===== src/qdl_pkg.sv =====
// Shared constants and carrier types for the quad DAC load interface.
// Assumes one system clock domain; all pins arrive asynchronously to it.
package qdl_pkg;

	// Serial word geometry, most significant bit first.
	localparam int WORD_BITS   = 12;
	localparam int DATA_BITS   = 8;
	localparam int CHANNELS    = 4;
	localparam int ADDR_POS    = 10;
	localparam int ALL_OFF_POS = 9;
	localparam int ONE_OFF_POS = 8;
	localparam int DATA_POS    = 0;

	// Reset values of the register file.
	localparam logic [7:0] CODE_RST = 8'h00;
	localparam logic [3:0] OFF_RST  = 4'h0;

	// Decoded serial word, laid out exactly as it leaves the shift register.
	typedef struct packed {
		logic [1:0] chan_sel;
		logic       all_channel_off_bit;
		logic       single_channel_off_bit;
		logic [7:0] data;
	} qdl_word_t;

	// The four channel codes travel together.
	typedef logic [CHANNELS-1:0][DATA_BITS-1:0] qdl_codes_t;

	// Every pin that crosses into the clock domain, grouped for synchronising.
	typedef struct packed {
		logic       sclk;
		logic       cs_n;
		logic       ser_data;
		logic       powerdown;
		logic       wr_n;
		logic       channel_sel_hi;
		logic       channel_sel_lo;
		logic       zero_n;
		logic       upd_n;
		logic [7:0] bus;
	} qdl_pins_t;

endpackage : qdl_pkg


===== src/qdl_core.sv =====
// Load logic of a quad 8-bit DAC: serial or parallel input registers,
// transparent DAC registers, clear and power shutdown control.
// Assumes every pin is asynchronous to mclk_i and that the serial clock
// is much slower than mclk_i so that its edges can be found by sampling.
// Contract
// Serial word is 12 bits, MSB first.
// Shift data on each serial clock rising edge.
// Shift only while chip select is low.
// Decode only the final 12 bits shifted.
// Host may send two right-justified bytes.
// Chip select rise loads channel or shutdown.
// Off bits active low; data still loads.
// Both off bits shut down all channels.
// Shutdown keeps DAC register contents unchanged.
// Clear zeroes all input and DAC registers.
// Update low makes DAC registers transparent.
// Host ties clear high, update low if unused.
// Floating serial pin selects hardware shutdown.
// Power-on reset zeroes all registers.
// DAC registers stay zero until loaded.
// Parallel DAC registers change only on update.
// Parallel bus is 8 bits, MSB highest.
// Select bits pick input register during write.
// Host holds bus stable while write low.
// Hardware shutdown never alters DAC registers.
// Word is select, two off bits, data.
`timescale 1ns/10ps
module qdl_core #(
	// PARALLEL selects the byte-wide variant, which ignores the serial pins;
	// the serial variant in turn ignores the write strobe and the bus.
	parameter bit PARALLEL = 1'b0
) (
	input  wire logic            mclk_i,
	input  wire logic            rst_i,
	input  wire logic            sclk_i,
	input  wire logic            cs_n_i,
	input  wire logic            serial_in_powerdown_pin_i,
	input  wire logic            hw_powerdown_detect_i,
	input  wire logic            wr_n_i,
	input  wire logic            channel_sel_hi_i,
	input  wire logic            channel_sel_lo_powerdown_pin_i,
	input  wire logic [7:0]      par_bus_i,
	input  wire logic            async_zero_all_n_i,
	input  wire logic            output_update_n_i,
	output qdl_pkg::qdl_codes_t  dac_code_o,
	output logic [3:0]           chan_off_o
);
	import qdl_pkg::*;

	// The field layout of the word type must match the shift register.
	if ($bits(qdl_word_t) != WORD_BITS) begin : g_bad_word
		$error("Serial word type does not match the shift register width.");
	end

	// Synchroniser stages and the edge history of the link pins.
	qdl_pins_t  pins_raw;
	qdl_pins_t  sync1_q;
	qdl_pins_t  sync2_q;
	logic       sclk_prev_q;
	logic       cs_prev_q;
	logic       sclk_rise;
	logic       cs_rise;
	// Serial shift register and its decoded view.
	logic [WORD_BITS-1:0] shift_q;
	logic [WORD_BITS-1:0] shift_d;
	qdl_word_t  word;
	// Input registers, DAC registers and shutdown state.
	qdl_codes_t inreg_q;
	qdl_codes_t inreg_d;
	qdl_codes_t dac_q;
	qdl_codes_t dac_d;
	logic [3:0] off_q;
	logic [3:0] off_d;
	logic [3:0] out_off_q;
	logic [3:0] out_off_d;
	logic       hw_off;

	// Gather pins; the powerdown detect is the window comparator result.
	assign pins_raw = '{
		sclk:           sclk_i,
		cs_n:           cs_n_i,
		ser_data:       serial_in_powerdown_pin_i,
		powerdown:      hw_powerdown_detect_i,
		wr_n:           wr_n_i,
		channel_sel_hi: channel_sel_hi_i,
		channel_sel_lo: channel_sel_lo_powerdown_pin_i,
		zero_n:         async_zero_all_n_i,
		upd_n:          output_update_n_i,
		bus:            par_bus_i
	};

	// Two-stage synchroniser; only the second stage is read by logic.
	// Reading the first stage would let a half-settled pin reach several
	// decoders at once, and they could disagree about its value.
	// Clear and update therefore act two to three cycles after the pin.
	always_ff @(posedge mclk_i or posedge rst_i) begin
		if (rst_i) begin
			sync1_q     <= '{sclk: 1'b0, cs_n: 1'b1, wr_n: 1'b1, zero_n: 1'b1,
			                 upd_n: 1'b1, default: '0};
			sync2_q     <= '{sclk: 1'b0, cs_n: 1'b1, wr_n: 1'b1, zero_n: 1'b1,
			                 upd_n: 1'b1, default: '0};
			sclk_prev_q <= 1'b0;
			cs_prev_q   <= 1'b1;
		end else begin
			sync1_q     <= pins_raw;
			sync2_q     <= sync1_q;
			sclk_prev_q <= sync2_q.sclk;
			cs_prev_q   <= sync2_q.cs_n;
		end
	end

	// Edge detection works on the synchronised copies only.
	assign sclk_rise = sync2_q.sclk & ~sclk_prev_q;
	assign cs_rise   = sync2_q.cs_n & ~cs_prev_q;
	assign word      = qdl_word_t'(shift_q);
	// Hardware shutdown comes from the floating-pin comparator.
	assign hw_off    = sync2_q.powerdown;

	// Shift register: surplus leading bits simply fall off the top, so a
	// host sending two right-justified bytes ends with the right word.
	always_comb begin
		shift_d = shift_q;
		if (!sync2_q.cs_n && sclk_rise) begin
			shift_d = {shift_q[WORD_BITS-2:0], sync2_q.ser_data};
		end
	end

	// Input registers and software shutdown flags.
	always_comb begin
		inreg_d = inreg_q;
		off_d   = off_q;
		// A serial word commits only on the chip select rise, never mid-frame.
		// The single-off bit adds its channel to those already off; only a
		// word with both off bits high wakes the outputs again.
		if (!PARALLEL && cs_rise) begin
			inreg_d[word.chan_sel] = word.data;
			if (!word.all_channel_off_bit) begin
				off_d = 4'hF;
			end else if (!word.single_channel_off_bit) begin
				off_d[word.chan_sel] = 1'b1;
			end else begin
				off_d = 4'h0;
			end
		end
		if (PARALLEL && !sync2_q.wr_n) begin
			// Level-sensitive write follows the bus while the strobe is low.
			inreg_d[{sync2_q.channel_sel_hi, sync2_q.channel_sel_lo}] = sync2_q.bus;
		end
		// Clear comes last so that it beats any load in the same cycle.
		if (!sync2_q.zero_n) begin
			inreg_d = '0;
		end
	end

	// DAC registers: transparent while update is low, frozen while the
	// channel is shut down so the held code returns on wakeup.
	// Clear is synchronised, so a pulse shorter than one clock period
	// may be missed; hosts must hold it low at least that long.
	always_comb begin
		dac_d = dac_q;
		for (int i = 0; i < CHANNELS; i++) begin
			if (!sync2_q.upd_n && !off_q[i] && !hw_off) begin
				dac_d[i] = inreg_q[i];
			end
		end
		if (!sync2_q.zero_n) begin
			dac_d = '0;
		end
	end

	// Output driver disables combine software and hardware shutdown.
	// Registered so the driver disables never glitch while the word decodes.
	always_comb begin
		out_off_d = off_q | {CHANNELS{hw_off}};
	end

	// Register everything; power-on reset zeroes all codes.
	always_ff @(posedge mclk_i or posedge rst_i) begin
		if (rst_i) begin
			shift_q   <= '0;
			inreg_q   <= {CHANNELS{CODE_RST}};
			dac_q     <= {CHANNELS{CODE_RST}};
			off_q     <= OFF_RST;
			out_off_q <= OFF_RST;
		end else begin
			shift_q   <= shift_d;
			inreg_q   <= inreg_d;
			dac_q     <= dac_d;
			off_q     <= off_d;
			out_off_q <= out_off_d;
		end
	end

	assign dac_code_o = dac_q;
	assign chan_off_o = out_off_q;

	// The assertions watch the synchronised view, so their timing counts
	// system cycles after the second synchroniser stage.

	// Shifting never happens with chip select high.
	a_shift_gated: assert property (@(posedge mclk_i) disable iff (rst_i)
		sync2_q.cs_n |=> shift_q == $past(shift_q))
		else $error("Shift register moved with chip select high.");

	// Each sampled bit enters at the bottom and the rest move up.
	a_shift_order: assert property (@(posedge mclk_i) disable iff (rst_i)
		(!sync2_q.cs_n && sclk_rise) |=>
		(shift_q[0] == $past(sync2_q.ser_data)) &&
		(shift_q[WORD_BITS-1:1] == $past(shift_q[WORD_BITS-2:0])))
		else $error("Serial bit was not shifted in MSB first.");

	// Chip select rise stores the data field in the addressed channel.
	a_word_load: assert property (@(posedge mclk_i) disable iff (rst_i)
		(!PARALLEL && cs_rise && sync2_q.zero_n) |=>
		inreg_q[$past(word.chan_sel)] == $past(word.data))
		else $error("Serial word did not reach its input register.");

	// Both off bits low turn off every channel within two cycles.
	a_all_off: assert property (@(posedge mclk_i) disable iff (rst_i)
		(!PARALLEL && cs_rise && !word.all_channel_off_bit &&
		 !word.single_channel_off_bit) |=> off_q == 4'hF ##1 chan_off_o == 4'hF)
		else $error("Full shutdown word did not disable all outputs.");

	// A shut down channel 0 keeps its DAC code.
	a_off_hold: assert property (@(posedge mclk_i) disable iff (rst_i)
		(off_q[0] && sync2_q.zero_n) |=> dac_q[0] == $past(dac_q[0]))
		else $error("DAC code changed during software shutdown.");

	// Clear zeroes every input and DAC register on the next edge.
	a_clear_zero: assert property (@(posedge mclk_i) disable iff (rst_i)
		!sync2_q.zero_n |=> (inreg_q == '0) && (dac_q == '0))
		else $error("Clear did not zero the registers.");

	// Update low copies the input registers one cycle later.
	a_update_follow: assert property (@(posedge mclk_i) disable iff (rst_i)
		(!sync2_q.upd_n && sync2_q.zero_n && !hw_off && off_q == 4'h0) |=>
		dac_q == $past(inreg_q))
		else $error("DAC registers did not follow the input registers.");

	// Without update low the DAC registers stay put.
	a_update_gate: assert property (@(posedge mclk_i) disable iff (rst_i)
		(sync2_q.upd_n && sync2_q.zero_n) |=> $stable(dac_q))
		else $error("DAC register changed without the update strobe.");

	// Hardware shutdown never disturbs the DAC codes and disables every output.
	a_hw_hold: assert property (@(posedge mclk_i) disable iff (rst_i)
		(hw_off && sync2_q.zero_n) |=> $stable(dac_q) && (chan_off_o == 4'hF))
		else $error("Hardware shutdown altered a DAC code.");

	// Right after power-on reset every code reads zero.
	a_reset_zero: assert property (@(posedge mclk_i)
		$fell(rst_i) |-> (dac_q == '0) && (inreg_q == '0))
		else $error("Power-on reset left a nonzero code.");

	// Outside a chip select rise the serial variant leaves the input side alone.
	a_serial_gate: assert property (@(posedge mclk_i) disable iff (rst_i)
		(!PARALLEL && !cs_rise && sync2_q.zero_n) |=> $stable(inreg_q) && $stable(off_q))
		else $error("Serial input side changed without a chip select rise.");

	// A single-off word shuts down the addressed channel.
	a_single_off: assert property (@(posedge mclk_i) disable iff (rst_i)
		(!PARALLEL && cs_rise && word.all_channel_off_bit && !word.single_channel_off_bit) |=>
		off_q[$past(word.chan_sel)])
		else $error("Single-off word did not shut down its channel.");

	// Both off bits high wake every channel again.
	a_all_on: assert property (@(posedge mclk_i) disable iff (rst_i)
		(!PARALLEL && cs_rise && word.all_channel_off_bit && word.single_channel_off_bit) |=>
		off_q == 4'h0)
		else $error("Wake word left a channel shut down.");

	// The parallel variant has no software shutdown, only the hardware one.
	a_par_no_off: assert property (@(posedge mclk_i) disable iff (rst_i)
		PARALLEL |-> off_q == 4'h0)
		else $error("Parallel variant set a software shutdown flag.");

	// Parallel variant: a low write strobe stores the bus in the selected register.
	a_par_write: assert property (@(posedge mclk_i) disable iff (rst_i)
		(PARALLEL && !sync2_q.wr_n && sync2_q.zero_n) |=>
		inreg_q[$past({sync2_q.channel_sel_hi, sync2_q.channel_sel_lo})] ==
		$past(sync2_q.bus))
		else $error("Parallel write did not reach the selected input register.");

	// Parallel variant: with the strobe high the input registers hold.
	a_par_gate: assert property (@(posedge mclk_i) disable iff (rst_i)
		(PARALLEL && sync2_q.wr_n && sync2_q.zero_n) |=> $stable(inreg_q))
		else $error("Parallel input register changed with the write strobe high.");

	// Every shut down channel keeps its code, not only the first one.
	for (genvar g = 0; g < CHANNELS; g++) begin : g_chan_hold
		a_chan_hold: assert property (@(posedge mclk_i) disable iff (rst_i)
			(off_q[g] && sync2_q.zero_n) |=> dac_q[g] == $past(dac_q[g]))
			else $error("DAC code changed while its channel was shut down.");
	end

	// Main scenarios.
	c_serial_load: cover property (@(posedge mclk_i) disable iff (rst_i)
		cs_rise && word.all_channel_off_bit && word.single_channel_off_bit);
	c_single_off: cover property (@(posedge mclk_i) disable iff (rst_i)
		cs_rise && word.all_channel_off_bit && !word.single_channel_off_bit);
	c_update: cover property (@(posedge mclk_i) disable iff (rst_i)
		!sync2_q.upd_n && (dac_q != dac_d));
	c_hw_off: cover property (@(posedge mclk_i) disable iff (rst_i)
		$rose(hw_off));
	c_par_write: cover property (@(posedge mclk_i) disable iff (rst_i)
		PARALLEL && !sync2_q.wr_n);

endmodule : qdl_core


===== config.mk =====
export PLATFORM = sky130hd
export DESIGN_NAME = qdl_core
export DESIGN_NICKNAME = d
export VERILOG_FILES = /design/src/qdl_pkg.sv /design/src/qdl_core.sv
export SDC_FILE = /design/constraint.sdc
export NUM_CORES = 1
export LEC_CHECK = 0
export ABC_AREA = 1
export BUFFER_PORTS_ARGS = -buffer_cell sky130_fd_sc_hd__buf_2
export CELL_PAD_IN_SITES_DETAIL_PLACEMENT = 1
export CELL_PAD_IN_SITES_GLOBAL_PLACEMENT = 1
export CORE_UTILIZATION = 43
export CTS_CLUSTER_DIAMETER = 60
export DETAILED_ROUTE_END_ITERATION = 12
export PLACE_DENSITY_LB_ADDON = 0.1
export SETUP_SLACK_MARGIN = 0.2
export SYNTH_ARGS = -nofsm -noshare
export SYNTH_HDL_FRONTEND = slang
export SYNTH_SLANG_ARGS = --single-unit

===== constraint.sdc =====
create_clock -name mclk_i -period 3.5 [get_ports mclk_i]
set_input_delay 0 -clock mclk_i [delete_from_list [all_inputs] [get_ports mclk_i]]
set_output_delay 0 -clock mclk_i [all_outputs]
set_load 0.05 [all_outputs]

# Word level (Yosys, flattened, before mapping)
# Index checks and enable logic that the tools add are counted.
[word_totals]
ff_bits = 98
input_bits = 19
output_inout_bits = 36
elab_cells = 69
[classes]
order_cmp = 2
n_eq_ne = 5
mux = 14
n_bitwise = 6
reduce_logical = 17
[ops]
columns = ["operator", "count"]
rows = [
  ["2-to-1 mux 32 bit", 3],
  ["2-to-1 mux 8 bit", 5],
  ["bitwise mux 32 bit", 1],
  ["demux 8 bit (select 2 bit)", 1],
  ["logical AND 1 bit", 10],
  ["!= test 2 x 1 -> 1 bit, second input constant", 5],
  ["2-to-1 mux 4 bit", 2],
  ["OR 4 bit", 2],
  ["zero test 1 bit", 7],
  ["< comparator 2 x 3 -> 1 bit, second input constant", 1],
  ["bitwise AND 1 bit", 2],
  ["demux 1 bit (select 2 bit)", 1],
  ["greater-or-equal comparator 2 x 1 -> 1 bit, second input constant", 1],
  ["inverter 1 bit", 2],
  ["2-to-1 mux 1 bit", 1],
]

# Logic depth before layout (Yosys ltp)
# Gate-level depths: netlist (run 1).
[depth]
word_depth = 7
mapped_depth = 6
mapped_depth_nobuf = 6

# Least setup slack after synthesis (run 1)
# No wires, ideal clock.
[synth_timing]
path_kind = "register to register"
from = "reg sync2_q[15] (netlist bit)"
to = "reg inreg_q[0] (netlist bit)"
setup_ns = 0.119
arrival_ns = 1.101
required_time_ns = 3.381
setup_slack_ns = 2.280
stages_incl_launch_ff = 7
n_path_buf = 1
period_less_slack_ns = 1.220
cell_sequence = "dfstp_2 > inv_2 > nor2_8 > nand2_4 > buf_6 > nand2_2 > o21ai_2"
[synth_between]
elab_chain_cells = 2
[synth_rtl]
columns = ["item", "line", "source"]
rows = [
  ["start, declared", "qdl_core.sv:58", "qdl_pins_t sync2_q;"],
  ["start signal, assigned", "qdl_core.sv:100", "sync2_q <= '{sclk: 1'b0, cs_n: 1'b1, wr_n: 1'b1, zero_n: 1'b1,"],
  ["start signal, assigned", "qdl_core.sv:106", "sync2_q <= sync1_q;"],
  ["bitwise AND 1 bit", "qdl_core.sv:114", "assign cs_rise = sync2_q.cs_n & ~cs_prev_q;"],
  ["!= test 2 x 1 -> 1 bit (no line)", "--", ""],
  ["end signal, assigned", "qdl_core.sv:181", "inreg_q <= {CHANNELS{CODE_RST}};"],
  ["end signal, assigned", "qdl_core.sv:187", "inreg_q <= inreg_d;"],
  ["end, declared", "qdl_core.sv:68", "qdl_codes_t inreg_q;"],
]
# Every way passes these cells.
# A chain may end at the register's enable or synchronous reset.

# Final worst setup path (run 1)
[layout_timing]
from = "reg sync2_q[9] (netlist bit)"
to = "reg dac_q, in the netlist dac_code_o[20]"
[layout_between]
elab_chain_cells = 1
word_cells_on_any_way = 2
classes_between = "1 x eq/ne; 1 x mux"
[layout_rtl]
columns = ["item", "line", "source"]
rows = [
  ["!= test 2 x 1 -> 1 bit (no line) or 2-to-1 mux 32 bit (tied branches)", "--", ""],
  ["end signal, assigned", "qdl_core.sv:182", "dac_q <= {CHANNELS{CODE_RST}};"],
  ["end, declared", "qdl_core.sv:70", "qdl_codes_t dac_q;"],
]
# Parallel ways exist; a longest one is shown, timed or not.

==> Flow_metrics.wiki, run 1 <==
{| class="wikitable"
! Metric !! Value
|-
| Setup skew after layout || 0.0116 ns
|-
| Biggest area consumer among synthesized cells || sky130_fd_sc_hd__dfrtp_1
|-
| Number of flops mapped to enable cells by yosys || 0
|-
| Final min period || 2.01 ns
|-
| Worst slew pin tran || 0.934 ns
|-
| Largest net degree at the start of global routing || 73
|-
| Total clock buffers created by CTS || 9
|-
| Length of the first detailed-routing pass in iterations || 4
|-
| Filler cells || 1024
|-
| Buffers inserted by post-CTS timing repair || 0
|-
| Final worst-path setup slack || 1.49 ns
|-
| Top cell family by delay on the critical path || flip-flops
|-
| Synth Area per Inst || 9.51 sq um
|-
| Post-route insts no fill || 568
|-
| Average wire length per cell after detail routing || 14.4 um
|-
| H-tree depth reported by CTS || 3
|-
| DRT antenna net count || 0
|-
| Reg2Reg Capture Point || dac_code_o[20]
|-
| Share of flip-flops with an asynchronous set or reset after synthesis || 100%
|-
| Summed instance area of the synthesized netlist || 3910 sq um
|-
| Max Fclk || 498 MHz
|-
| Post-Syn Nets || 430
|-
| Data arrival time at the worst-slack endpoint || 2.28 ns
|-
| Distinct cell type count of the synthesized netlist || 23
|-
| Delay of the slowest cell on the worst path || 1.16 ns
|-
| Number of gates resized after CTS || 0
|-
| Static Leakage || 2.38 nW
|-
| GR Util All Layers || 18.8%
|-
| Share of final-layout standard cells stronger than drive strength 1 || 19.3%
|-
| Vias in the first global route || 2785
|-
| Clock latency of the later-clocked register in the worst-skew pair || 0.36 ns
|-
| Clock sink count || 98
|-
| Depth of the most critical reg-to-reg path || 3
|-
| Result of the run || finished clean
|-
| M2 GR Usage || 28.5%
|-
| Fin util || 50.7%
|-
| Final count of negative-setup-slack endpoints || 0
|-
| Cell count along the critical path || 3
|-
| RD Place Congestion || 0.750
|-
| Antenna violations before repair || 0
|-
| Post-placement worst setup slack || 1.48 ns
|-
| Worst setup startpoint || sync2_q[9]
|-
| Leading cell types in the layout, fill and taps excluded || sky130_fd_sc_hd__nand2_1 (116), sky130_fd_sc_hd__dfrtp_1 (91), sky130_fd_sc_hd__nand3_1 (54), sky130_fd_sc_hd__inv_1 (45), sky130_fd_sc_hd__buf_2 (43)
|-
| Sum of negative setup slack || 0 ns
|-
| Input/output buffers || 43
|-
| Iter 0 DRT Violations || 142
|-
| Critical register-to-register path startpoint || sync2_q[9]
|-
| Met3 routing resource usage after global routing || 2.81%
|-
| Cells after DPL || 546
|-
| R2R Setup Slk || 1.49 ns
|-
| Most Used Layer, Global Route || met2
|-
| Top FF cell, synth || sky130_fd_sc_hd__dfrtp_1
|-
| Count of antenna diodes in the layout || 0
|-
| P&R area growth vs syn || 13.6%
|-
| Via density per instance || 4.90
|-
| Layout net count || 475
|-
| Crit-path max FO || 49
|-
| Hold Vio Cnt, Final || 0
|-
| Count of standard-cell rows || 34
|-
| Critical path launch point type || flop
|-
| Worst setup path category || reg -> reg
|-
| Portion of the post-synthesis area used by sequential elements || 62.9%
|-
| Die Wd || 97.4 um
|-
| Post-synth top area share || 58.2%
|-
| Clock Pin Slew Worst Setup and Hold Paths || 0.09 ns
|-
| DP HPWL || 5410 um
|-
| Buf+Inv Stages, Crit Path || 1
|-
| Sequence of cells on the critical path || buf_4 > nand2_1 > o21ai_0
|-
| Pwr/cell area || 465 nW/um^2
|-
| Critical path capture point type || flop
|-
| Clock Tree Buf Depth || 2
|-
| Slowest library cell on the worst path || sky130_fd_sc_hd__dfstp_2
|-
| Starting density of the core || 44.6%
|-
| Synth Warn # || 0
|-
| Wire length of the first global-routing pass || 14100 um
|-
| Max_slew headroom || 37.7%
|-
| Endpoint of the worst setup timing path || dac_code_o[20]
|-
| Number of pins with negative max-slew slack in the final report || 0
|-
| Number of register bits inferred by synthesis || 98
|-
| Aggregate global routing overflow || 0
|-
| Share of the cycle needed by the critical path after routing || 57.4%
|-
| Maximum VDD drop || 0.205 mV
|-
| Cell at the root of the clock tree || sky130_fd_sc_hd__clkbuf_8
|-
| Area enclosed by the die boundary || 9480 sq um
|-
| Max_cap viols || 0
|-
| CTS tree || yes
|-
| Total number of vias || 2783
|-
| Gate Count Post-Synth || 411
|-
| Core footprint || 8760 sq um
|-
| Met1 Track Usage GR || 27.2%
|-
| Unrepaired setup endpoints after global routing || no
|-
| Worst hold-check path type || in -> reg
|-
| Final WL || 8190 um
|-
| Boundary pin count || 55
|-
| Detailed-route DRC error count || 0
|-
| Top cells by area in the synthesized netlist || sky130_fd_sc_hd__dfrtp_1 (58%), sky130_fd_sc_hd__nand2_1 (11%), sky130_fd_sc_hd__nand3_1 (6.9%)
|-
| Height of the die || 97.4 um
|-
| Most common cell after layout, fill and taps aside || sky130_fd_sc_hd__nand2_1
|-
| Data required time of the worst path || 3.77 ns
|}
==> worst reg2reg max path, delay by kind of cell, from the launching register on <==
family,cells,cell delay (ns)
and+or+nand+nor,1,0.10
AOI/OAI and AO/OA,1,0.17
DFF,1,1.16
buffers and inverters,1,0.50
==> what timing repair did <==
action                                 in CTS  in global routing
endpoints found under the hold margin      70                  0
setup endpoints to repair                   0                  0
hold buffers                                7                  0
==> routing by layer <==
metal / up-vias / wire length (um)
met3: 10 / 188
li1: 1390 / -
met5: - / 0
met1: 1346 / 4180
met4: 0 / 137
met2: 37 / 3680
==> sequential cells by signal (all words and copies together) (netlist names) <==
signal and count:
shift_q 12, sclk_prev_q 1, dac_code_o 32, hw_off 1, inreg_q 32, sync1_q 6, chan_off_o 4, sync2_q 5
off_q 4, cs_prev_q 1
==> kinds of logic after synthesis <==
logic type             after synthesis  share of synthesized area, %
and+or+nand+nor                    183                          21.0
DFF                                 98                          62.9
buffers and inverters               68                          7.39
AOI/OAI and AO/OA                   62                          8.70
==> through the flow <==
stage	total power, mW	cell area, sq um	hold slack [ns]
6_report	2.07	4440	0.275
4_1_cts	2.09	4440	0.255
3_5_place_dp	1.35	4180	0.107
2_1_floorplan	1.31	3910	0.00448
5_1_grt	2.15	4440	0.259
3_3_place_gp	1.34	4180	0.104
==> Yosys cell counts, types with 2 or more instances <==
master / instances
sky130_fd_sc_hd__nor2_1: 3
sky130_fd_sc_hd__nor2_2: 2
sky130_fd_sc_hd__dfstp_2: 7
sky130_fd_sc_hd__nand2_1: 116
sky130_fd_sc_hd__inv_1: 46
sky130_fd_sc_hd__o21ai_1: 12
sky130_fd_sc_hd__nand2_4: 3
sky130_fd_sc_hd__buf_2: 11
sky130_fd_sc_hd__buf_1: 2
sky130_fd_sc_hd__buf_6: 2
sky130_fd_sc_hd__clkbuf_1: 2
sky130_fd_sc_hd__dfrtp_1: 91
sky130_fd_sc_hd__o21ai_2: 8
sky130_fd_sc_hd__nand3_1: 54
sky130_fd_sc_hd__o21ai_0: 41
sky130_fd_sc_hd__inv_2: 3
sky130_fd_sc_hd__nand2_2: 2
==> area by class of cell <==
class                   count  area (sq um)  area share [%]
repair buffers             52           300            6.76
clock inverters             4          52.6            1.18
inverters                  50           191            4.31
flip-flops and latches     98          2460            55.4
clock buffers              11           141            3.18
well taps                 108           135            3.04
multi-input cells         245          1160            26.1
==> worst min-delay path by stage <==
stage / to / startpoint / slack, ns / depth (start not counted)
after floorplan: sync1_q[15] / cs_n_i / 0.004 / 0
after global placement: sync1_q[9] / async_zero_all_n_i / 0.10 / 1
after detailed placement: sync1_q[15] / cs_n_i / 0.11 / 1
after CTS: sync1_q[15] / cs_n_i / 0.26 / 2
after global routing: sync1_q[14] / serial_in_powerdown_pin_i / 0.26 / 2
final: sync1_q[14] / serial_in_powerdown_pin_i / 0.27 / 2
==> power by group <==
part	total [mW]	leakage, nW	internal (mW)	switching (mW)
clock	0.735	0.0877	0.347	0.389
combinational	0.126	1.01	0.0349	0.0915
sequential	1.20	1.28	1.17	0.0337
total	2.07	2.38	1.55	0.514
Power figures use the tool's default switching activity.
==> inputs of run 2 (changes only) <==
Settings changed: ABC_AREA 1 to 0, CORE_UTILIZATION 43 to 42.
Clock period 3.5 ns to 1.8 ns, I/O delays scaled along.
==> run 2 against run 1 <==
Sequential cell count stayed put. Clock skew increased by 0.0024 ns. Global-route usage decreased by 0.80 points. Final cell count is 17% lower. Synthesized cell count down 27%. Critical path type unchanged. Critical endpoint is now inreg_q[5]. Highest routed layer unchanged.
==> Flow_metrics.wiki, run 2 <==
{| class="wikitable"
! Metric !! Value
|-
| Input/output buffers || 43 (unchanged)
|-
| Die Wd || 99.0 um (was 97.4 um)
|-
| Share of final-layout standard cells stronger than drive strength 1 || 28.1% (was 19.3%)
|-
| Synth Warn # || 0 (unchanged)
|-
| Wire length of the first global-routing pass || 13300 um (was 14100 um)
|-
| Depth of the most critical reg-to-reg path || 3 (unchanged)
|-
| DP HPWL || 5150 um (was 5410 um)
|-
| Total clock buffers created by CTS || 9 (unchanged)
|-
| Clock Tree Buf Depth || 2 (unchanged)
|-
| Post-synth top area share || 57.7% (was 58.2%)
|-
| Reg2Reg Capture Point || inreg_q[5] (was dac_code_o[20])
|-
| DRT antenna net count || 0 (unchanged)
|-
| Top FF cell, synth || sky130_fd_sc_hd__dfrtp_1 (unchanged)
|-
| Gate Count Post-Synth || 298 (was 411)
|-
| Share of the cycle needed by the critical path after routing || 81.4% (was 57.4%)
|-
| Max_slew headroom || 57.4% (was 37.7%)
|-
| Portion of the post-synthesis area used by sequential elements || 62.3% (was 62.9%)
|-
| Number of pins with negative max-slew slack in the final report || 0 (unchanged)
|-
| Final count of negative-setup-slack endpoints || 0 (unchanged)
|-
| Post-Syn Nets || 317 (was 430)
|-
| Summed instance area of the synthesized netlist || 3950 sq um (was 3910 sq um)
|-
| Data arrival time at the worst-slack endpoint || 1.72 ns (was 2.28 ns)
|-
| Maximum VDD drop || 0.409 mV (was 0.205 mV)
|-
| Critical path launch point type || flop (unchanged)
|-
| H-tree depth reported by CTS || 3 (unchanged)
|-
| Sum of negative setup slack || 0 ns (unchanged)
|-
| Area enclosed by the die boundary || 9790 sq um (was 9480 sq um)
|-
| Unrepaired setup endpoints after global routing || no (unchanged)
|-
| Distinct cell type count of the synthesized netlist || 27 (was 23)
|-
| Core footprint || 9150 sq um (was 8760 sq um)
|-
| Max_cap viols || 0 (unchanged)
|-
| Data required time of the worst path || 2.05 ns (was 3.77 ns)
|-
| Hold Vio Cnt, Final || 0 (unchanged)
|-
| Layout net count || 374 (was 475)
|-
| Clock sink count || 98 (unchanged)
|-
| P&R area growth vs syn || 16.9% (was 13.6%)
|-
| Top cells by area in the synthesized netlist || sky130_fd_sc_hd__dfrtp_1 (58%), sky130_fd_sc_hd__mux2i_1 (12%), sky130_fd_sc_hd__nor2b_1 (7.6%) (was sky130_fd_sc_hd__dfrtp_1 (58%), sky130_fd_sc_hd__nand2_1 (11%), sky130_fd_sc_hd__nand3_1 (6.9%))
|-
| Height of the die || 99.0 um (was 97.4 um)
|-
| Largest net degree at the start of global routing || 65 (was 73)
|-
| Count of standard-cell rows || 35 (was 34)
|-
| Total number of vias || 2346 (was 2783)
|-
| Length of the first detailed-routing pass in iterations || 4 (unchanged)
|-
| Biggest area consumer among synthesized cells || sky130_fd_sc_hd__dfrtp_1 (unchanged)
|-
| Cell at the root of the clock tree || sky130_fd_sc_hd__clkbuf_8 (unchanged)
|-
| Number of flops mapped to enable cells by yosys || 0 (unchanged)
|-
| Static Leakage || 1.97 nW (was 2.38 nW)
|-
| Worst slew pin tran || 0.637 ns (was 0.934 ns)
|-
| Filler cells || 956 (was 1024)
|-
| Final worst-path setup slack || 0.334 ns (was 1.49 ns)
|-
| Antenna violations before repair || 0 (unchanged)
|-
| Fin util || 50.4% (was 50.7%)
|-
| RD Place Congestion || 0.679 (was 0.750)
|-
| Average wire length per cell after detail routing || 16.6 um (was 14.4 um)
|-
| GR Util All Layers || 18.0% (was 18.8%)
|-
| Final WL || 7820 um (was 8190 um)
|-
| Most common cell after layout, fill and taps aside || sky130_fd_sc_hd__dfrtp_1 (was sky130_fd_sc_hd__nand2_1)
|-
| R2R Setup Slk || 0.33 ns (was 1.49 ns)
|-
| Number of register bits inferred by synthesis || 98 (unchanged)
|-
| Starting density of the core || 43.1% (was 44.6%)
|-
| Boundary pin count || 55 (unchanged)
|-
| Most frequent cell after synthesis || sky130_fd_sc_hd__dfrtp_1 (was sky130_fd_sc_hd__nand2_1)
|-
| Synth Area per Inst || 13.3 sq um (was 9.51 sq um)
|-
| Sequential cell area in the final layout || 2460 sq um (unchanged)
|-
| Critical path capture point type || flop (unchanged)
|-
| Share of flip-flops with an asynchronous set or reset after synthesis || 100% (unchanged)
|-
| Clock Pin Slew Worst Setup and Hold Paths || 0.10 ns (was 0.09 ns)
|-
| Worst hold-check path type || in -> async (was in -> reg)
|-
| Footprint of the multi-input gates || 1420 sq um (was 1160 sq um)
|-
| Final min period || 1.47 ns (was 2.01 ns)
|-
| Post-placement worst setup slack || 0.226 ns (was 1.48 ns)
|-
| Vias in the first global route || 2509 (was 2785)
|-
| Clock latency of the later-clocked register in the worst-skew pair || 0.37 ns (was 0.36 ns)
|-
| Pwr/cell area || 934 nW/um^2 (was 465 nW/um^2)
|-
| Leading cell types in the layout, fill and taps excluded || sky130_fd_sc_hd__dfrtp_1 (91), sky130_fd_sc_hd__mux2i_1 (48), sky130_fd_sc_hd__nor2b_1 (48), sky130_fd_sc_hd__buf_2 (43), sky130_fd_sc_hd__nand2_1 (32) (was sky130_fd_sc_hd__nand2_1 (116), sky130_fd_sc_hd__dfrtp_1 (91), sky130_fd_sc_hd__nand3_1 (54), sky130_fd_sc_hd__inv_1 (45), sky130_fd_sc_hd__buf_2 (43))
|-
| Worst setup path category || reg -> reg (unchanged)
|-
| CTS tree || yes (unchanged)
|-
| Top cell types by occurrence after synthesis || sky130_fd_sc_hd__dfrtp_1 (91), sky130_fd_sc_hd__mux2i_1 (48), sky130_fd_sc_hd__nor2b_1 (48) (was sky130_fd_sc_hd__nand2_1 (116), sky130_fd_sc_hd__dfrtp_1 (91), sky130_fd_sc_hd__nand3_1 (54))
|-
| Via density per instance || 4.98 (was 4.90)
|-
| Post-route insts no fill || 471 (was 568)
|-
| Iter 0 DRT Violations || 58 (was 142)
|-
| Result of the run || finished clean (unchanged)
|-
| Max Fclk || 682 MHz (was 498 MHz)
|-
| Critical register-to-register path startpoint || sync2_q[15] (was sync2_q[9])
|-
| Count of antenna diodes in the layout || 0 (unchanged)
|-
| Crit-path max FO || 10 (was 49)
|-
| Aggregate global routing overflow || 0 (unchanged)
|-
| Detailed-route DRC error count || 0 (unchanged)
|-
| Cells after DPL || 447 (was 546)
|-
| Setup skew after layout || 0.0140 ns (was 0.0116 ns)
|}
run 2: changes by cell type in the layout (fill, tap and decap cells not counted), sizes merged, moves of 3 or more:
cell    change
nand2      -89
o21ai      -57
nand3      -54
inv        -48
mux2i      +48
nor2b      +48
a21boi     +16
mux2       +12
buf         +8
nor3        +4
or2         +4
a21oi       +3
run 2: report_power, final:
part	switching, mW	total (mW)	internal (mW)
registers	0.240	2.57	2.33
clock network	0.774	1.42	0.646
logic	0.146	0.318	0.172
total	1.16	4.31	3.15
run 2: area by class of cell:
class / instances / share of cell area, %
multi-input cells: 185 / 30.7
flip-flops and latches: 98 / 53.3
well taps: 111 / 3.01
inverters: 1 / 0.163
clock inverters: 6 / 1.44
clock buffers: 10 / 2.76
repair buffers: 60 / 8.62
run 2: timing repair:
item,CTS,global route
endpoints found under the setup margin,0,14
hold buffers,7,0
endpoints found under the hold margin,30,0
gates resized for setup,0,3
setup buffers,0,1
run 2: critical path, cell delays in order, from the launching register on:
cell and delay (ns):
sky130_fd_sc_hd__dfstp_2 0.64, sky130_fd_sc_hd__or4b_4 0.56, sky130_fd_sc_hd__nand2_1 0.11, sky130_fd_sc_hd__a21boi_1 0.06
run 2: through the flow:
| stage | power (mW) | hold slack [ns] | instance area [sq um] |
|---|---|---|---|
| after CTS | 4.37 | 0.250 | 4600 |
| after global routing | 4.51 | 0.262 | 4620 |
| after detailed placement | 2.93 | 0.108 | 4330 |
| final | 4.31 | 0.262 | 4620 |
| after floorplan | 2.74 | 0.00448 | 3950 |
| after global placement | 2.92 | 0.106 | 4330 |
run 2: worst max path at each step:
stage | cells after the start | slack, ns | startpoint | end
6_report | 3 | 0.33 | sync2_q[15] | inreg_q[5]
5_1_grt | 3 | 0.22 | sync2_q[15] | inreg_q[28]
4_1_cts | 3 | 0.21 | sync2_q[15] | inreg_q[6]
3_5_place_dp | 3 | 0.23 | sync2_q[15] | inreg_q[0]
3_3_place_gp | 3 | 0.24 | sync2_q[15] | inreg_q[3]
2_1_floorplan | 4 | 0.42 | sync2_q[15] | inreg_q[7]
run 2: per-layer routing:
layer	track usage [%]	part of all wire, %	vias up
li1	-	-	1114
met1	24.6	48	1190
met2	28.1	48	33
met3	3.48	2.3	9
met4	8.04	1.8	0
met5	0	0	-
run 2: cell families (layout without fill, tap and decap cells):
logic type	Yosys count	count (layout)	synth area share, %
multiplexers	60	60	15.6
buffers and inverters	15	77	2.09
AO/OA/AOI/OAI	24	24	4.06
AND/OR/NAND/NOR	101	101	15.9
flip-flops	98	98	62.3
